$ cat config.mk
export PLATFORM = sky130hd
export DESIGN_NAME = cet_exec_timing
export DESIGN_NICKNAME = d
export VERILOG_FILES = /design/src/hdl/cet_pkg.sv /design/src/hdl/cet_link_if.sv /design/src/hdl/cet_combine.sv /design/src/hdl/cet_exec_timing.sv /design/src/hdl/cet_shift_calc.sv
export VERILOG_INCLUDE_DIRS = /design/src /design/src/hdl
export SDC_FILE = /design/constraint.sdc
export NUM_CORES = 1
export LEC_CHECK = 0
export ABC_AREA = 1
export BUFFER_PORTS_ARGS = -buffer_cell sky130_fd_sc_hd__buf_2
export CORE_MARGIN = 2
export CORE_UTILIZATION = 25
export DETAILED_ROUTE_END_ITERATION = 6
export GPL_ROUTABILITY_DRIVEN = 0
export PLACE_DENSITY = 0.47
export SLEW_MARGIN = 20
export SYNTH_ARGS = -nofsm -noshare
export SYNTH_HDL_FRONTEND = slang
export SYNTH_SLANG_ARGS = --single-unit
$ cat constraint.sdc
create_clock -name mclk -period 14.6 [get_ports mclk]
set_input_delay 2.92 -clock mclk [delete_from_list [all_inputs] [get_ports mclk]]
set_output_delay 2.92 -clock mclk [all_outputs]
set_load 0.01 [all_outputs]
$ cat src/hdl/cet_cfg.svh
// clock figures for the execution timing model, in processor clocks
// assumes two-clock reads and writes on the external bus
`ifndef CET_CFG_SVH
`define CET_CFG_SVH
`define CET_ZERO_CLK      8'h00
`define CET_LONG_EXTRA    8'h02
`define CET_REG_CLK       8'h02
`define CET_MEM_WR_CLK    8'h05
`define CET_MEM_WR_TAIL   8'h03
`define CET_SAVE_CLK      8'h03
`define CET_SAVE_EDGE     8'h01
`define CET_OP_HEAD       8'h02
`define CET_CMP2_MIN      8'h10
`define CET_CMP2_MAX      8'h12
`define CET_WMUL_CLK      8'h1A
`define CET_LMUL_MIN      8'h2E
`define CET_LMUL_MAX      8'h34
`define CET_WDIVU_CLK     8'h20
`define CET_WDIVS_CLK     8'h2A
`define CET_LDIVU_MAX     8'h2E
`define CET_LDIVS_MAX     8'h3E
`define CET_TBLR_HEAD     8'h1A
`define CET_TBLN_HEAD     8'h1E
`define CET_TBLR_MIN      8'h1C
`define CET_TBLR_MAX      8'h1E
`define CET_TABLE_LOOKUP_SIGNED_UNROUNDED_MIN     8'h1E
`define CET_TABLE_LOOKUP_SIGNED_UNROUNDED_MAX     8'h22
`define CET_TABLE_LOOKUP_UNSIGNED_UNROUNDED_MIN     8'h22
`define CET_TABLE_LOOKUP_UNSIGNED_UNROUNDED_MAX     8'h28
`define CET_TBLM_HEAD     8'h06
`define CET_TBLRM_MIN     8'h21
`define CET_TBLRM_MAX     8'h23
`define CET_TBLSNM_MIN    8'h23
`define CET_TBLSNM_MAX    8'h27
`define CET_TBLUNM_MIN    8'h27
`define CET_TBLUNM_MAX    8'h2D
`define CET_BCD_REG_CLK   8'h04
`define CET_BCD_MEM_CLK   8'h0C
`define CET_EXT_MEM_CLK   8'h0A
`define CET_MEMORY_COMPARE_POSTINC_CLK      8'h08
`define CET_TAS_REG_CLK   8'h06
`define CET_TAS_REG_HEAD  8'h04
`define CET_TAS_MEM_CLK   8'h0A
`define CET_SHIFT_CLK     8'h06
`define CET_SHIFT_HEAD    8'h04
`define CET_ALTERNATE_SPACE_MOVE_LD_HEAD 8'h07
`define CET_ALTERNATE_SPACE_MOVE_LD_CLK  8'h0B
`define CET_ALTERNATE_SPACE_MOVE_ST_HEAD 8'h09
`define CET_ALTERNATE_SPACE_MOVE_ST_CLK  8'h0C
`define CET_SHIFT_FLOOR   8'h06
`define CET_SHREG_BASE    8'h03
`define CET_XROT_REG_BASE 8'h03
`define CET_XROT_IMM_BASE 8'h02
`define CET_XROT_IMM_MAX  8'h08
`endif

$ cat src/hdl/cet_pkg.sv
// types shared by the execution timing model
// no surroundings assumed
package cet_pkg;
  typedef enum logic [5:0] {
    OP_ALU_REG, OP_ALU_FEA_REG, OP_ALU_MEM, OP_IMM_REG, OP_IMM_MEM, OP_SINGLE_MEM,
    OP_CMP2, OP_WORD_MUL, OP_LONG_MUL_ONE, OP_LONG_MUL_PAIR, OP_WORD_DIVU, OP_WORD_DIVS,
    OP_LONG_DIVU, OP_LONG_DIVS, OP_TBL_R_REG, OP_TBL_SN_REG, OP_TBL_UN_REG,
    OP_TBL_R_MEM, OP_TBL_SN_MEM, OP_TBL_UN_MEM, OP_BCD_REG, OP_BCD_MEM, OP_EXT_REG,
    OP_EXT_MEM, OP_MEMORY_COMPARE_POSTINC, OP_TAS_REG, OP_TAS_MEM, OP_SHIFT_IMM, OP_SHIFT_MEM,
    OP_SHIFT_REG, OP_XROT_REG, OP_XROT_IMM, OP_ALTERNATE_SPACE_MOVE_LOAD, OP_ALTERNATE_SPACE_MOVE_STORE
  } cet_op_e;

  typedef enum logic [1:0] {SH_NONE, SH_REG_CNT, SH_XROT_REG, SH_XROT_IMM} cet_shift_e;

  typedef struct packed {
    logic signed [7:0] head;
    logic signed [7:0] tail;
    logic [7:0]        totMin;
    logic [7:0]        totMax;
    logic [3:0]        reads;
    logic [3:0]        pref;
    logic [3:0]        writes;
  } cet_time_s;

  typedef struct packed {
    cet_time_s  base;
    logic [1:0] longRd;
    logic [1:0] longWr;
    logic       hasSave;
    logic       needsEa;
    logic       needsImm;
    logic       upper;
    logic       tolerant;
    cet_shift_e shift;
  } cet_entry_s;
endpackage : cet_pkg

$ cat src/hdl/cet_link_if.sv
// links the sequencer to its shift-time and step-combining helpers
// purely combinational, no clock
`timescale 1ns/1ps
interface cet_link_if;
  import cet_pkg::*;
  cet_shift_e shKind;
  logic [5:0] shCount;
  logic [7:0] shClocks;
  cet_time_s  accIn;
  cet_time_s  stepIn;
  cet_time_s  accOut;
  logic       accEmpty;
  modport core     (output shKind, shCount, accIn, stepIn, accEmpty, input shClocks, accOut);
  modport shifter  (input shKind, shCount, output shClocks);
  modport combiner (input accIn, stepIn, accEmpty, output accOut);
endinterface : cet_link_if

$ cat src/hdl/cet_combine.sv
// joins the timing so far with the next step, overlapping tail and head
// steps arrive in execution order
`timescale 1ns/1ps
module cet_combine (
  // link to sequencer
  cet_link_if.combiner lnk
);
  import cet_pkg::*;

  function automatic logic [7:0] posPart(input logic signed [7:0] v);
    posPart = v[7] ? 8'h00 : v;
  endfunction : posPart

  logic [7:0] tailP;
  logic [7:0] headP;
  logic [7:0] ovl;

  always_comb
  begin
    tailP = posPart(lnk.accIn.tail);
    headP = posPart(lnk.stepIn.head);
    ovl   = (tailP < headP) ? tailP : headP;
    if (lnk.accEmpty)
    begin
      lnk.accOut = lnk.stepIn;
    end
    else
    begin
      // earlier step's tail hides under the next step's head
      lnk.accOut.head   = lnk.accIn.head;
      lnk.accOut.tail   = lnk.stepIn.tail;
      lnk.accOut.totMin = lnk.accIn.totMin + lnk.stepIn.totMin - ovl;
      lnk.accOut.totMax = lnk.accIn.totMax + lnk.stepIn.totMax - ovl;
      lnk.accOut.reads  = lnk.accIn.reads + lnk.stepIn.reads;
      lnk.accOut.pref   = lnk.accIn.pref + lnk.stepIn.pref;
      lnk.accOut.writes = lnk.accIn.writes + lnk.stepIn.writes;
    end
  end
endmodule : cet_combine

$ cat src/hdl/cet_exec_timing.sv
// execution timing model: per instruction form, head, tail, total clocks and bus cycles
// caller supplies effective-address and immediate-fetch times; one request at a time
//
// Summary of operation
// - long operand doubles the bus cycles its entry marks long and adds two clocks per added bus cycle to tail and total
// - marked instructions tolerate four-clock bus cycles without longer total time
// - long multiply and divide skip the save step when source is a data register
// - signed and unsigned multiply take equal time; unsigned table lookup takes longer than signed
// - shift time ignores count except register-count and extended-rotate forms
// - alternate-space move runs save, then address, then operation steps
// - register add, subtract, compare take 2 clocks, head and tail zero
// - memory write-back operations take 5 clocks, head 0, tail 3
// - word multiply takes 26 clocks, head and tail zero
// - long multiply step takes 46-52 single or 46 pair, head 2
// - word divide takes 32 unsigned, 42 signed clocks
// - long divide step takes at most 46 unsigned, 62 signed clocks
// - register table lookup takes 28-30, 30-34 or 34-40 clocks, two prefetches
// - decimal add and subtract take 4 register or 12 memory clocks
// - extend add and subtract take 2 register or 10 memory clocks
// - memory compare postincrement takes 8 clocks, head 1, two reads
// - test-and-set takes 6 clocks on register, 10 on memory
// - immediate-count register shift or rotate takes 6 clocks, head 4
// - memory shift or rotate takes 6 clocks, head 0, tail 2
// - immediate arithmetic adds an immediate-fetch address time
// - extended rotate by register count takes max of 6 and formula
`timescale 1ns/1ps
`include "cet_cfg.svh"
module cet_exec_timing #(
  parameter int COUNT_W = 6
) (
  // clock and reset
  input  wire logic              mclk,
  input  wire logic              rst_n,
  // request
  input  wire logic              reqValid,
  input  wire cet_pkg::cet_op_e  reqOp,
  input  wire logic              reqLong,
  input  wire logic              reqSrcDataReg,
  input  wire logic [COUNT_W-1:0] reqCount,
  input  wire cet_pkg::cet_time_s reqEaTime,
  input  wire cet_pkg::cet_time_s reqImmTime,
  // answer
  output logic                   reqReady,
  output logic                   ansValid,
  output logic signed [7:0]      ansHead,
  output logic signed [7:0]      ansTail,
  output logic [7:0]             ansTotalMin,
  output logic [7:0]             ansTotalMax,
  output logic [3:0]             ansReads,
  output logic [3:0]             ansPrefetch,
  output logic [3:0]             ansWrites,
  output logic                   ansUpperBound,
  output logic                   ansBusTolerant,
  output logic                   ansSaveRun
);
  import cet_pkg::*;

  if (COUNT_W != 6)
  begin : g_chk
    $error("COUNT_W must be 6");
  end

  typedef enum logic [2:0] {ST_IDLE, ST_SAVE, ST_IMM, ST_EA, ST_OP} cet_state_e;

  function automatic cet_time_s mk(input logic [7:0] h, input logic [7:0] t, input logic [7:0] mn,
                                   input logic [7:0] mx, input logic [3:0] r, input logic [3:0] p,
                                   input logic [3:0] w);
    mk = '{head: h, tail: t, totMin: mn, totMax: mx, reads: r, pref: p, writes: w};
  endfunction : mk

  function automatic cet_entry_s entryOf(input cet_op_e op);
    cet_entry_s e;
    e = '{base: mk(`CET_ZERO_CLK, `CET_ZERO_CLK, `CET_REG_CLK, `CET_REG_CLK, 4'h0, 4'h1, 4'h0),
          longRd: 2'h0, longWr: 2'h0, hasSave: 1'b0, needsEa: 1'b0, needsImm: 1'b0,
          upper: 1'b0, tolerant: 1'b0, shift: SH_NONE};
    unique case (op)
      OP_ALU_REG, OP_EXT_REG: ;
      OP_ALU_FEA_REG:
        e.needsEa = 1'b1;
      OP_ALU_MEM, OP_SINGLE_MEM, OP_IMM_MEM:
      begin
        e.base = mk(`CET_ZERO_CLK, `CET_MEM_WR_TAIL, `CET_MEM_WR_CLK, `CET_MEM_WR_CLK, 4'h0, 4'h1, 4'h1);
        e.longWr   = 2'h1;
        e.needsEa  = 1'b1;
        e.needsImm = (op == OP_IMM_MEM);
      end
      OP_IMM_REG:
        e.needsImm = 1'b1;
      OP_CMP2:
      begin
        e.base = mk(`CET_OP_HEAD, `CET_ZERO_CLK, `CET_CMP2_MIN, `CET_CMP2_MAX, 4'h1, 4'h1, 4'h0);
        e.longRd = 2'h1;
        e.hasSave = 1'b1;
        e.needsEa = 1'b1;
        e.tolerant = 1'b1;
      end
      OP_WORD_MUL:
      begin
        e.base = mk(`CET_ZERO_CLK, `CET_ZERO_CLK, `CET_WMUL_CLK, `CET_WMUL_CLK, 4'h0, 4'h1, 4'h0);
        e.needsEa = 1'b1;
      end
      OP_LONG_MUL_ONE, OP_LONG_MUL_PAIR:
      begin
        e.base = mk(`CET_OP_HEAD, `CET_ZERO_CLK, `CET_LMUL_MIN,
                    (op == OP_LONG_MUL_ONE) ? `CET_LMUL_MAX : `CET_LMUL_MIN, 4'h0, 4'h1, 4'h0);
        e.hasSave = 1'b1;
        e.needsEa = 1'b1;
        e.tolerant = 1'b1;
      end
      OP_WORD_DIVU, OP_WORD_DIVS:
      begin
        e.base = mk(`CET_ZERO_CLK, `CET_ZERO_CLK, (op == OP_WORD_DIVU) ? `CET_WDIVU_CLK : `CET_WDIVS_CLK,
                    (op == OP_WORD_DIVU) ? `CET_WDIVU_CLK : `CET_WDIVS_CLK, 4'h0, 4'h1, 4'h0);
        e.needsEa = 1'b1;
      end
      OP_LONG_DIVU, OP_LONG_DIVS:
      begin
        e.base = mk(`CET_OP_HEAD, `CET_ZERO_CLK, (op == OP_LONG_DIVU) ? `CET_LDIVU_MAX : `CET_LDIVS_MAX,
                    (op == OP_LONG_DIVU) ? `CET_LDIVU_MAX : `CET_LDIVS_MAX, 4'h0, 4'h1, 4'h0);
        e.upper = 1'b1;
        e.hasSave = 1'b1;
        e.needsEa = 1'b1;
        e.tolerant = 1'b1;
      end
      OP_TBL_R_REG:
        e.base = mk(`CET_TBLR_HEAD, `CET_ZERO_CLK, `CET_TBLR_MIN, `CET_TBLR_MAX, 4'h0, 4'h2, 4'h0);
      OP_TBL_SN_REG:
        e.base = mk(`CET_TBLN_HEAD, `CET_ZERO_CLK, `CET_TABLE_LOOKUP_SIGNED_UNROUNDED_MIN, `CET_TABLE_LOOKUP_SIGNED_UNROUNDED_MAX, 4'h0, 4'h2, 4'h0);
      OP_TBL_UN_REG:
        e.base = mk(`CET_TBLN_HEAD, `CET_ZERO_CLK, `CET_TABLE_LOOKUP_UNSIGNED_UNROUNDED_MIN, `CET_TABLE_LOOKUP_UNSIGNED_UNROUNDED_MAX, 4'h0, 4'h2, 4'h0);
      OP_TBL_R_MEM, OP_TBL_SN_MEM, OP_TBL_UN_MEM:
      begin
        unique case (op)
          OP_TBL_R_MEM:
            e.base = mk(`CET_TBLM_HEAD, `CET_ZERO_CLK, `CET_TBLRM_MIN, `CET_TBLRM_MAX, 4'h2, 4'h1, 4'h0);
          OP_TBL_SN_MEM:
            e.base = mk(`CET_TBLM_HEAD, `CET_ZERO_CLK, `CET_TBLSNM_MIN, `CET_TBLSNM_MAX, 4'h2, 4'h1, 4'h0);
          default:
            e.base = mk(`CET_TBLM_HEAD, `CET_ZERO_CLK, `CET_TBLUNM_MIN, `CET_TBLUNM_MAX, 4'h2, 4'h1, 4'h0);
        endcase
        e.longRd = 2'h2;
        e.hasSave = 1'b1;
        e.needsEa = 1'b1;
        e.tolerant = 1'b1;
      end
      OP_BCD_REG:
        e.base = mk(`CET_OP_HEAD, `CET_ZERO_CLK, `CET_BCD_REG_CLK, `CET_BCD_REG_CLK, 4'h0, 4'h1, 4'h0);
      OP_BCD_MEM:
        e.base = mk(`CET_OP_HEAD, `CET_OP_HEAD, `CET_BCD_MEM_CLK, `CET_BCD_MEM_CLK, 4'h2, 4'h1, 4'h1);
      OP_EXT_MEM:
        e.base = mk(`CET_OP_HEAD, `CET_OP_HEAD, `CET_EXT_MEM_CLK, `CET_EXT_MEM_CLK, 4'h2, 4'h1, 4'h1);
      OP_MEMORY_COMPARE_POSTINC:
        e.base = mk(`CET_SAVE_EDGE, `CET_ZERO_CLK, `CET_MEMORY_COMPARE_POSTINC_CLK, `CET_MEMORY_COMPARE_POSTINC_CLK, 4'h2, 4'h1, 4'h0);
      OP_TAS_REG:
        e.base = mk(`CET_TAS_REG_HEAD, `CET_ZERO_CLK, `CET_TAS_REG_CLK,
                    `CET_TAS_REG_CLK, 4'h0, 4'h1, 4'h0);
      OP_TAS_MEM:
      begin
        e.base = mk(`CET_SAVE_EDGE, `CET_ZERO_CLK, `CET_TAS_MEM_CLK, `CET_TAS_MEM_CLK, 4'h0, 4'h1, 4'h1);
        e.needsEa = 1'b1;
      end
      OP_SHIFT_IMM:
        e.base = mk(`CET_SHIFT_HEAD, `CET_ZERO_CLK, `CET_SHIFT_CLK, `CET_SHIFT_CLK, 4'h0, 4'h1, 4'h0);
      OP_SHIFT_MEM:
      begin
        e.base = mk(`CET_ZERO_CLK, `CET_OP_HEAD, `CET_SHIFT_CLK, `CET_SHIFT_CLK, 4'h0, 4'h1, 4'h1);
        e.needsEa = 1'b1;
      end
      OP_SHIFT_REG:
        e.shift = SH_REG_CNT;
      OP_XROT_REG:
        e.shift = SH_XROT_REG;
      OP_XROT_IMM:
        e.shift = SH_XROT_IMM;
      OP_ALTERNATE_SPACE_MOVE_LOAD, OP_ALTERNATE_SPACE_MOVE_STORE:
      begin
        if (op == OP_ALTERNATE_SPACE_MOVE_LOAD)
        begin
          e.base = mk(`CET_ALTERNATE_SPACE_MOVE_LD_HEAD, `CET_SAVE_EDGE, `CET_ALTERNATE_SPACE_MOVE_LD_CLK, `CET_ALTERNATE_SPACE_MOVE_LD_CLK, 4'h1, 4'h1, 4'h0);
          e.longRd = 2'h1;
        end
        else
        begin
          e.base = mk(`CET_ALTERNATE_SPACE_MOVE_ST_HEAD, `CET_OP_HEAD, `CET_ALTERNATE_SPACE_MOVE_ST_CLK, `CET_ALTERNATE_SPACE_MOVE_ST_CLK, 4'h0, 4'h1, 4'h1);
          e.longWr = 2'h1;
        end
        e.hasSave = 1'b1;
        e.needsEa = 1'b1;
      end
    endcase
    entryOf = e;
  endfunction : entryOf

  // request latch and sequencer state
  cet_state_e       state_reg, state_next;
  cet_op_e          op_reg, op_next;
  logic             long_reg, long_next;
  logic             srcD_reg, srcD_next;
  logic [5:0]       count_reg, count_next;
  cet_time_s        ea_reg, ea_next;
  cet_time_s        imm_reg, imm_next;
  cet_time_s        acc_reg, acc_next;
  logic             empty_reg, empty_next;
  logic             saved_reg, saved_next;
  // answer registers
  logic             ready_reg, ready_next;
  logic             valid_reg, valid_next;
  cet_time_s        ans_reg, ans_next;
  logic             upper_reg, upper_next;
  logic             tol_reg, tol_next;
  logic             saveRun_reg, saveRun_next;

  cet_entry_s       ent;
  cet_time_s        opStep;
  logic             useStep;
  logic             skipSave;

  cet_link_if lnk ();

  cet_shift_calc u_shift (
    .lnk (lnk.shifter)
  );

  cet_combine u_comb (
    .lnk (lnk.combiner)
  );

  always_comb
  begin
    ent      = entryOf(op_reg);
    skipSave = srcD_reg && (ent.longRd == 2'h0) && (op_reg inside {OP_LONG_MUL_ONE, OP_LONG_MUL_PAIR,
               OP_LONG_DIVU, OP_LONG_DIVS});
    opStep   = ent.base;
    if (ent.shift != SH_NONE)
    begin
      opStep.head   = lnk.shClocks;
      opStep.totMin = lnk.shClocks;
      opStep.totMax = lnk.shClocks;
    end
    if (long_reg)
    begin
      // each long operand cycle becomes two bus cycles
      opStep.reads  = opStep.reads + {2'h0, ent.longRd};
      opStep.writes = opStep.writes + {2'h0, ent.longWr};
      opStep.tail   = opStep.tail + (`CET_LONG_EXTRA * ({6'h00, ent.longRd} + {6'h00, ent.longWr}));
      opStep.totMin = opStep.totMin + (`CET_LONG_EXTRA * ({6'h00, ent.longRd} + {6'h00, ent.longWr}));
      opStep.totMax = opStep.totMax + (`CET_LONG_EXTRA * ({6'h00, ent.longRd} + {6'h00, ent.longWr}));
    end
    lnk.shKind   = ent.shift;
    lnk.shCount  = count_reg;
    lnk.accIn    = acc_reg;
    lnk.accEmpty = empty_reg;
    lnk.stepIn   = opStep;
    useStep      = 1'b0;
    unique case (state_reg)
      ST_SAVE:
      begin
        lnk.stepIn = mk(`CET_SAVE_EDGE, `CET_SAVE_EDGE, `CET_SAVE_CLK, `CET_SAVE_CLK, 4'h0, 4'h1, 4'h0);
        useStep    = ent.hasSave && !skipSave;
      end
      ST_IMM:
      begin
        lnk.stepIn = imm_reg;
        useStep    = ent.needsImm;
      end
      ST_EA:
      begin
        lnk.stepIn = ea_reg;
        useStep    = ent.needsEa;
      end
      ST_OP:
        useStep = 1'b1;
      ST_IDLE: ;
    endcase
  end

  always_comb
  begin
    state_next   = state_reg;
    op_next      = op_reg;
    long_next    = long_reg;
    srcD_next    = srcD_reg;
    count_next   = count_reg;
    ea_next      = ea_reg;
    imm_next     = imm_reg;
    acc_next     = useStep ? lnk.accOut : acc_reg;
    empty_next   = empty_reg && !useStep;
    saved_next   = saved_reg || ((state_reg == ST_SAVE) && useStep);
    valid_next   = 1'b0;
    ans_next     = ans_reg;
    upper_next   = upper_reg;
    tol_next     = tol_reg;
    saveRun_next = saveRun_reg;
    unique case (state_reg)
      ST_IDLE:
        if (reqValid)
        begin
          state_next = ST_SAVE;
          op_next    = reqOp;
          long_next  = reqLong;
          srcD_next  = reqSrcDataReg;
          count_next = reqCount;
          ea_next    = reqEaTime;
          imm_next   = reqImmTime;
          empty_next = 1'b1;
          saved_next = 1'b0;
        end
      ST_SAVE:
        state_next = ST_IMM;
      ST_IMM:
        state_next = ST_EA;
      ST_EA:
        state_next = ST_OP;
      ST_OP:
      begin
        state_next   = ST_IDLE;
        valid_next   = 1'b1;
        ans_next     = lnk.accOut;
        upper_next   = ent.upper;
        tol_next     = ent.tolerant && !skipSave;
        saveRun_next = saved_reg;
      end
    endcase
    ready_next = (state_next == ST_IDLE);
  end

  always_ff @(posedge mclk)
  begin
    if (!rst_n)
    begin
      state_reg   <= ST_IDLE;
      op_reg      <= OP_ALU_REG;
      long_reg    <= 1'b0;
      srcD_reg    <= 1'b0;
      count_reg   <= 6'h00;
      ea_reg      <= '0;
      imm_reg     <= '0;
      acc_reg     <= '0;
      empty_reg   <= 1'b1;
      saved_reg   <= 1'b0;
      ready_reg   <= 1'b0;
      valid_reg   <= 1'b0;
      ans_reg     <= '0;
      upper_reg   <= 1'b0;
      tol_reg     <= 1'b0;
      saveRun_reg <= 1'b0;
    end
    else
    begin
      state_reg   <= state_next;
      op_reg      <= op_next;
      long_reg    <= long_next;
      srcD_reg    <= srcD_next;
      count_reg   <= count_next;
      ea_reg      <= ea_next;
      imm_reg     <= imm_next;
      acc_reg     <= acc_next;
      empty_reg   <= empty_next;
      saved_reg   <= saved_next;
      ready_reg   <= ready_next;
      valid_reg   <= valid_next;
      ans_reg     <= ans_next;
      upper_reg   <= upper_next;
      tol_reg     <= tol_next;
      saveRun_reg <= saveRun_next;
    end
  end

  assign reqReady       = ready_reg;
  assign ansValid       = valid_reg;
  assign ansHead        = ans_reg.head;
  assign ansTail        = ans_reg.tail;
  assign ansTotalMin    = ans_reg.totMin;
  assign ansTotalMax    = ans_reg.totMax;
  assign ansReads       = ans_reg.reads;
  assign ansPrefetch    = ans_reg.pref;
  assign ansWrites      = ans_reg.writes;
  assign ansUpperBound  = upper_reg;
  assign ansBusTolerant = tol_reg;
  assign ansSaveRun     = saveRun_reg;
endmodule : cet_exec_timing

$ cat src/hdl/cet_shift_calc.sv
// count-dependent shift and rotate time
// count arrives already latched by the sequencer
`timescale 1ns/1ps
`include "cet_cfg.svh"
module cet_shift_calc (
  // link to sequencer
  cet_link_if.shifter lnk
);
  import cet_pkg::*;

  function automatic logic [7:0] floorSix(input logic [7:0] v);
    floorSix = (v < `CET_SHIFT_FLOOR) ? `CET_SHIFT_FLOOR : v;
  endfunction : floorSix

  logic [7:0] n;
  logic [7:0] q;
  logic [7:0] m;
  logic [7:0] ni;

  always_comb
  begin
    n  = {2'h0, lnk.shCount};
    q  = {4'h0, lnk.shCount[5:2]};
    m  = {6'h0, lnk.shCount[1:0]};
    ni = (n > `CET_XROT_IMM_MAX) ? `CET_XROT_IMM_MAX : n;
    unique case (lnk.shKind)
      SH_REG_CNT:  lnk.shClocks = floorSix(`CET_SHREG_BASE + q + m + {7'h00, ~(q[0] ^ m[0])});
      SH_XROT_REG: lnk.shClocks = floorSix(`CET_XROT_REG_BASE + n + {7'h00, ~n[0]});
      SH_XROT_IMM: lnk.shClocks = floorSix(`CET_XROT_IMM_BASE + ni + {7'h00, ni[0]});
      SH_NONE:     lnk.shClocks = `CET_SHIFT_CLK;
    endcase
  end
endmodule : cet_shift_calc

==> flow_metrics.tcl <==
set metrics [dict create \
    status "finished clean" \
    drtIter0Drc 726 \
    fmax_ghz 0.159 \
    grt_pass1_vias 10440 \
    max_stage_delay_ns 0.56 \
    ant_nets 0 \
    crit_path_frequent_cell "nand2_1" \
    rsz0062_at_grt "false" \
    grt_pass1_wl_mm 61.2 \
    synth_fa_ha_area_share_pct 9.44 \
    grtUsageMet1_pct 24.6 \
    synth-async-reset-ratio_pct 0 \
    cts_setup_buffers 0 \
    portBuffers 153 \
    syn_inst 1599 \
    fin_nets 1875 \
    drc 0 \
    synth_nets 1776 \
    peakVddDrop_mv 0.0731 \
    hold_class "reg -> reg" \
    core-area_um2 44400 \
    post-dp-hpwl_mm 29.3 \
    synthDistinctLibCells 55 \
    synth_seq_cells 200 \
    relSlewSlack_pct 31.9 \
    synth_xor_area_share_pct 1.86 \
    drv_cap 0 \
    wl_per_cell_um 17.2 \
    synth_top_area_share_pct 35.5 \
    worstSkewPairLatency_ns 0.46 \
    path_clk_slew_ns 0.08 \
    syn_to_final_growth_pct 16.4 \
    final_util_pct 29.6 \
    fillers 4894 \
    setup_tns_ns 0 \
    vias 10864 \
    grtUsageTotal_pct 16.9 \
    clock-sinks 200 \
    crit_type "reg -> reg" \
    synthSimpleGateAreaFrac_pct 22.9 \
    ios 154 \
    cts_hold_buf 0 \
    critPathSlowestCell "o21ai_1" \
    synth_edf_count 0 \
    report.final.hold_viol_count 0 \
    skew_ns 0.0178 \
    synth_top_area_cell "dfxtp_1" \
    seq_area_um2 4010 \
    p_leak_uw 0.00635 \
    yosysMostFrequentCell "nor2_1" \
    critical_path.startpoint_type "flop" \
    period_share_pct 43.0 \
    grt_use_met2_pct 25.7 \
    use_met3_pct 3.16 \
    cts_tree "built" \
    wl_mm 39.6 \
    ys.flop_type "dfxtp_1" \
    finalCriticalPeriod_ns 6.28 \
    die_y_um 216 \
    start_util_pct 25.4 \
    synth_commonest_cells "264 x nor2_1, 206 x nand2_1, 206 x o21ai_0" \
    syn_area_um2 11300 \
    drive_above_1_share_pct 14.1 \
    fin_cells 2304 \
    clockBufferDepth 2 \
    drt-vias-per-instance 4.72 \
    arrival_ns 6.63 \
    yosysWarnings 0 \
    drv_slew 0 \
    grt-busiest-layer "met2" \
    dr.pass1.iters 5 \
    htree_levels 4 \
    cts_buffers 17 \
    die_x_um 216 \
    antenna_found_initial 4 \
    synth_top_family_by_area "simple AND/OR/NAND/NOR gates" \
    grt_max_degree 92 \
    syn_avg_cell_area_um2 7.06 \
    multi_input_area_um2 6220 \
    ys_seq_area_share_pct 35.5 \
    tightest_slew_ns 1.02 \
    muxShareOfSynthArea_pct 0.532 \
    endpoint_kind "flop" \
    post_cts_resized 0 \
    dp.cells 2271 \
    cp_max_fo 12 \
    cellPowerDensity_nw_per_um2 165 \
    clockRootBuffer "clkbuf_16" \
    synth-compound-area-share_pct 20.3 \
    netlist_top_cells_area "dfxtp_1 35%, o21ai_0 9.1%, nor2_1 8.8%" \
    grt-ovfl-total 0 \
    die_area_um2 46900 \
    row_count 77 \
    cp.required_ns 14.95 \
    setup_violations 0 \
]
==> final cells by class <==
type / count / area share (%)
clock buffers: 18 / 3.34
clock inverters: 14 / 1.21
well taps: 592 / 5.64
diodes: 1 / 0.0191
inverters: 191 / 5.50
flip-flops and latches: 200 / 30.5
multi-input cells: 1125 / 47.4
repair buffers: 163 / 6.42
==> metrics by stage <==
stage	setup WS, ns	hold slack, ns	instance area (µm²)	power [µW]
CTS	8.37	0.432	13100	2180
global placement	8.49	0.419	12500	1660
finish	8.32	0.429	13100	2160
global route	7.67	0.447	13100	2360
floorplan	9.39	0.423	11300	1410
detailed placement	8.43	0.421	12500	1670
==> final timing paths <==
kind | start | end | slack [ns] | cells past startpoint
worst max-delay path | count_reg[2] | ansTotalMin[7] | 8.32 | 33
worst min-delay path | ansTail[6] | ansTail[6] | 0.43 | 2
worst max register to register | count_reg[2] | ansTotalMin[7] | 8.32 | 33
worst min register to register | ansTail[6] | ansTail[6] | 0.43 | 2
==> cells in the final DEF (no fill, tap or decap), types with 6 or more instances in the layout <==
master     synthesis  layout
nand3_1           77      77
ha_1              50      50
inv_1            181     180
fa_1              22      22
clkbuf_16          0      17
buf_4              1      11
inv_2              9       9
a221oi_1           6       6
o22ai_1            6       6
buf_2              6     152
nand4_1           12      12
nor2_4             5       6
nor2_1           264     263
xor2_1            14      14
nor3_1            12      11
dfxtp_1          200     199
a22oi_1           16      16
a31oi_1            6       6
nand2_1          206     206
o21ai_0          206     206
xnor2_1           10      10
mux2i_1            6       6
a21oi_1          129     129
o21ai_1           12      12
==> layer usage <==
layer | wire length, µm | up-vias | part of all wire, %
met1 | 19900 | 5074 | 50
li1 | - | 5447 | -
met2 | 16900 | 298 | 43
met4 | 563 | 6 | 1.4
met5 | 34 | - | 0.086
met3 | 2200 | 39 | 5.6
==> cells by family after synthesis <==
logic type,Yosys count
buffers and inverters,274
multiplexers,6
flip-flops,200
AND/OR/NAND/NOR,607
XOR/XNOR,24
AO/OA/AOI/OAI,416
adder cells (fa/ha/maj),72
==> critical path: cells and delay by family (launching register included) <==
kind / cells / cell delay [ns]
buffers and inverters: 5 / 0.40
AND/OR/NAND/NOR: 13 / 1.16
multiplexers: 1 / 0.18
XOR/XNOR: 1 / 0.08
flip-flops: 1 / 0.51
AO/OA/AOI/OAI: 8 / 1.85
adder cells (fa/ha/maj): 5 / 1.96
==> power by group <==
group	switching, µW	internal [µW]	total (µW)	leakage, µW
Sequential	49.2	624	673	0.00164
Clock	250	249	498	0.000285
Combinational	644	349	992	0.00443
(Power assumes the default switching activity.)
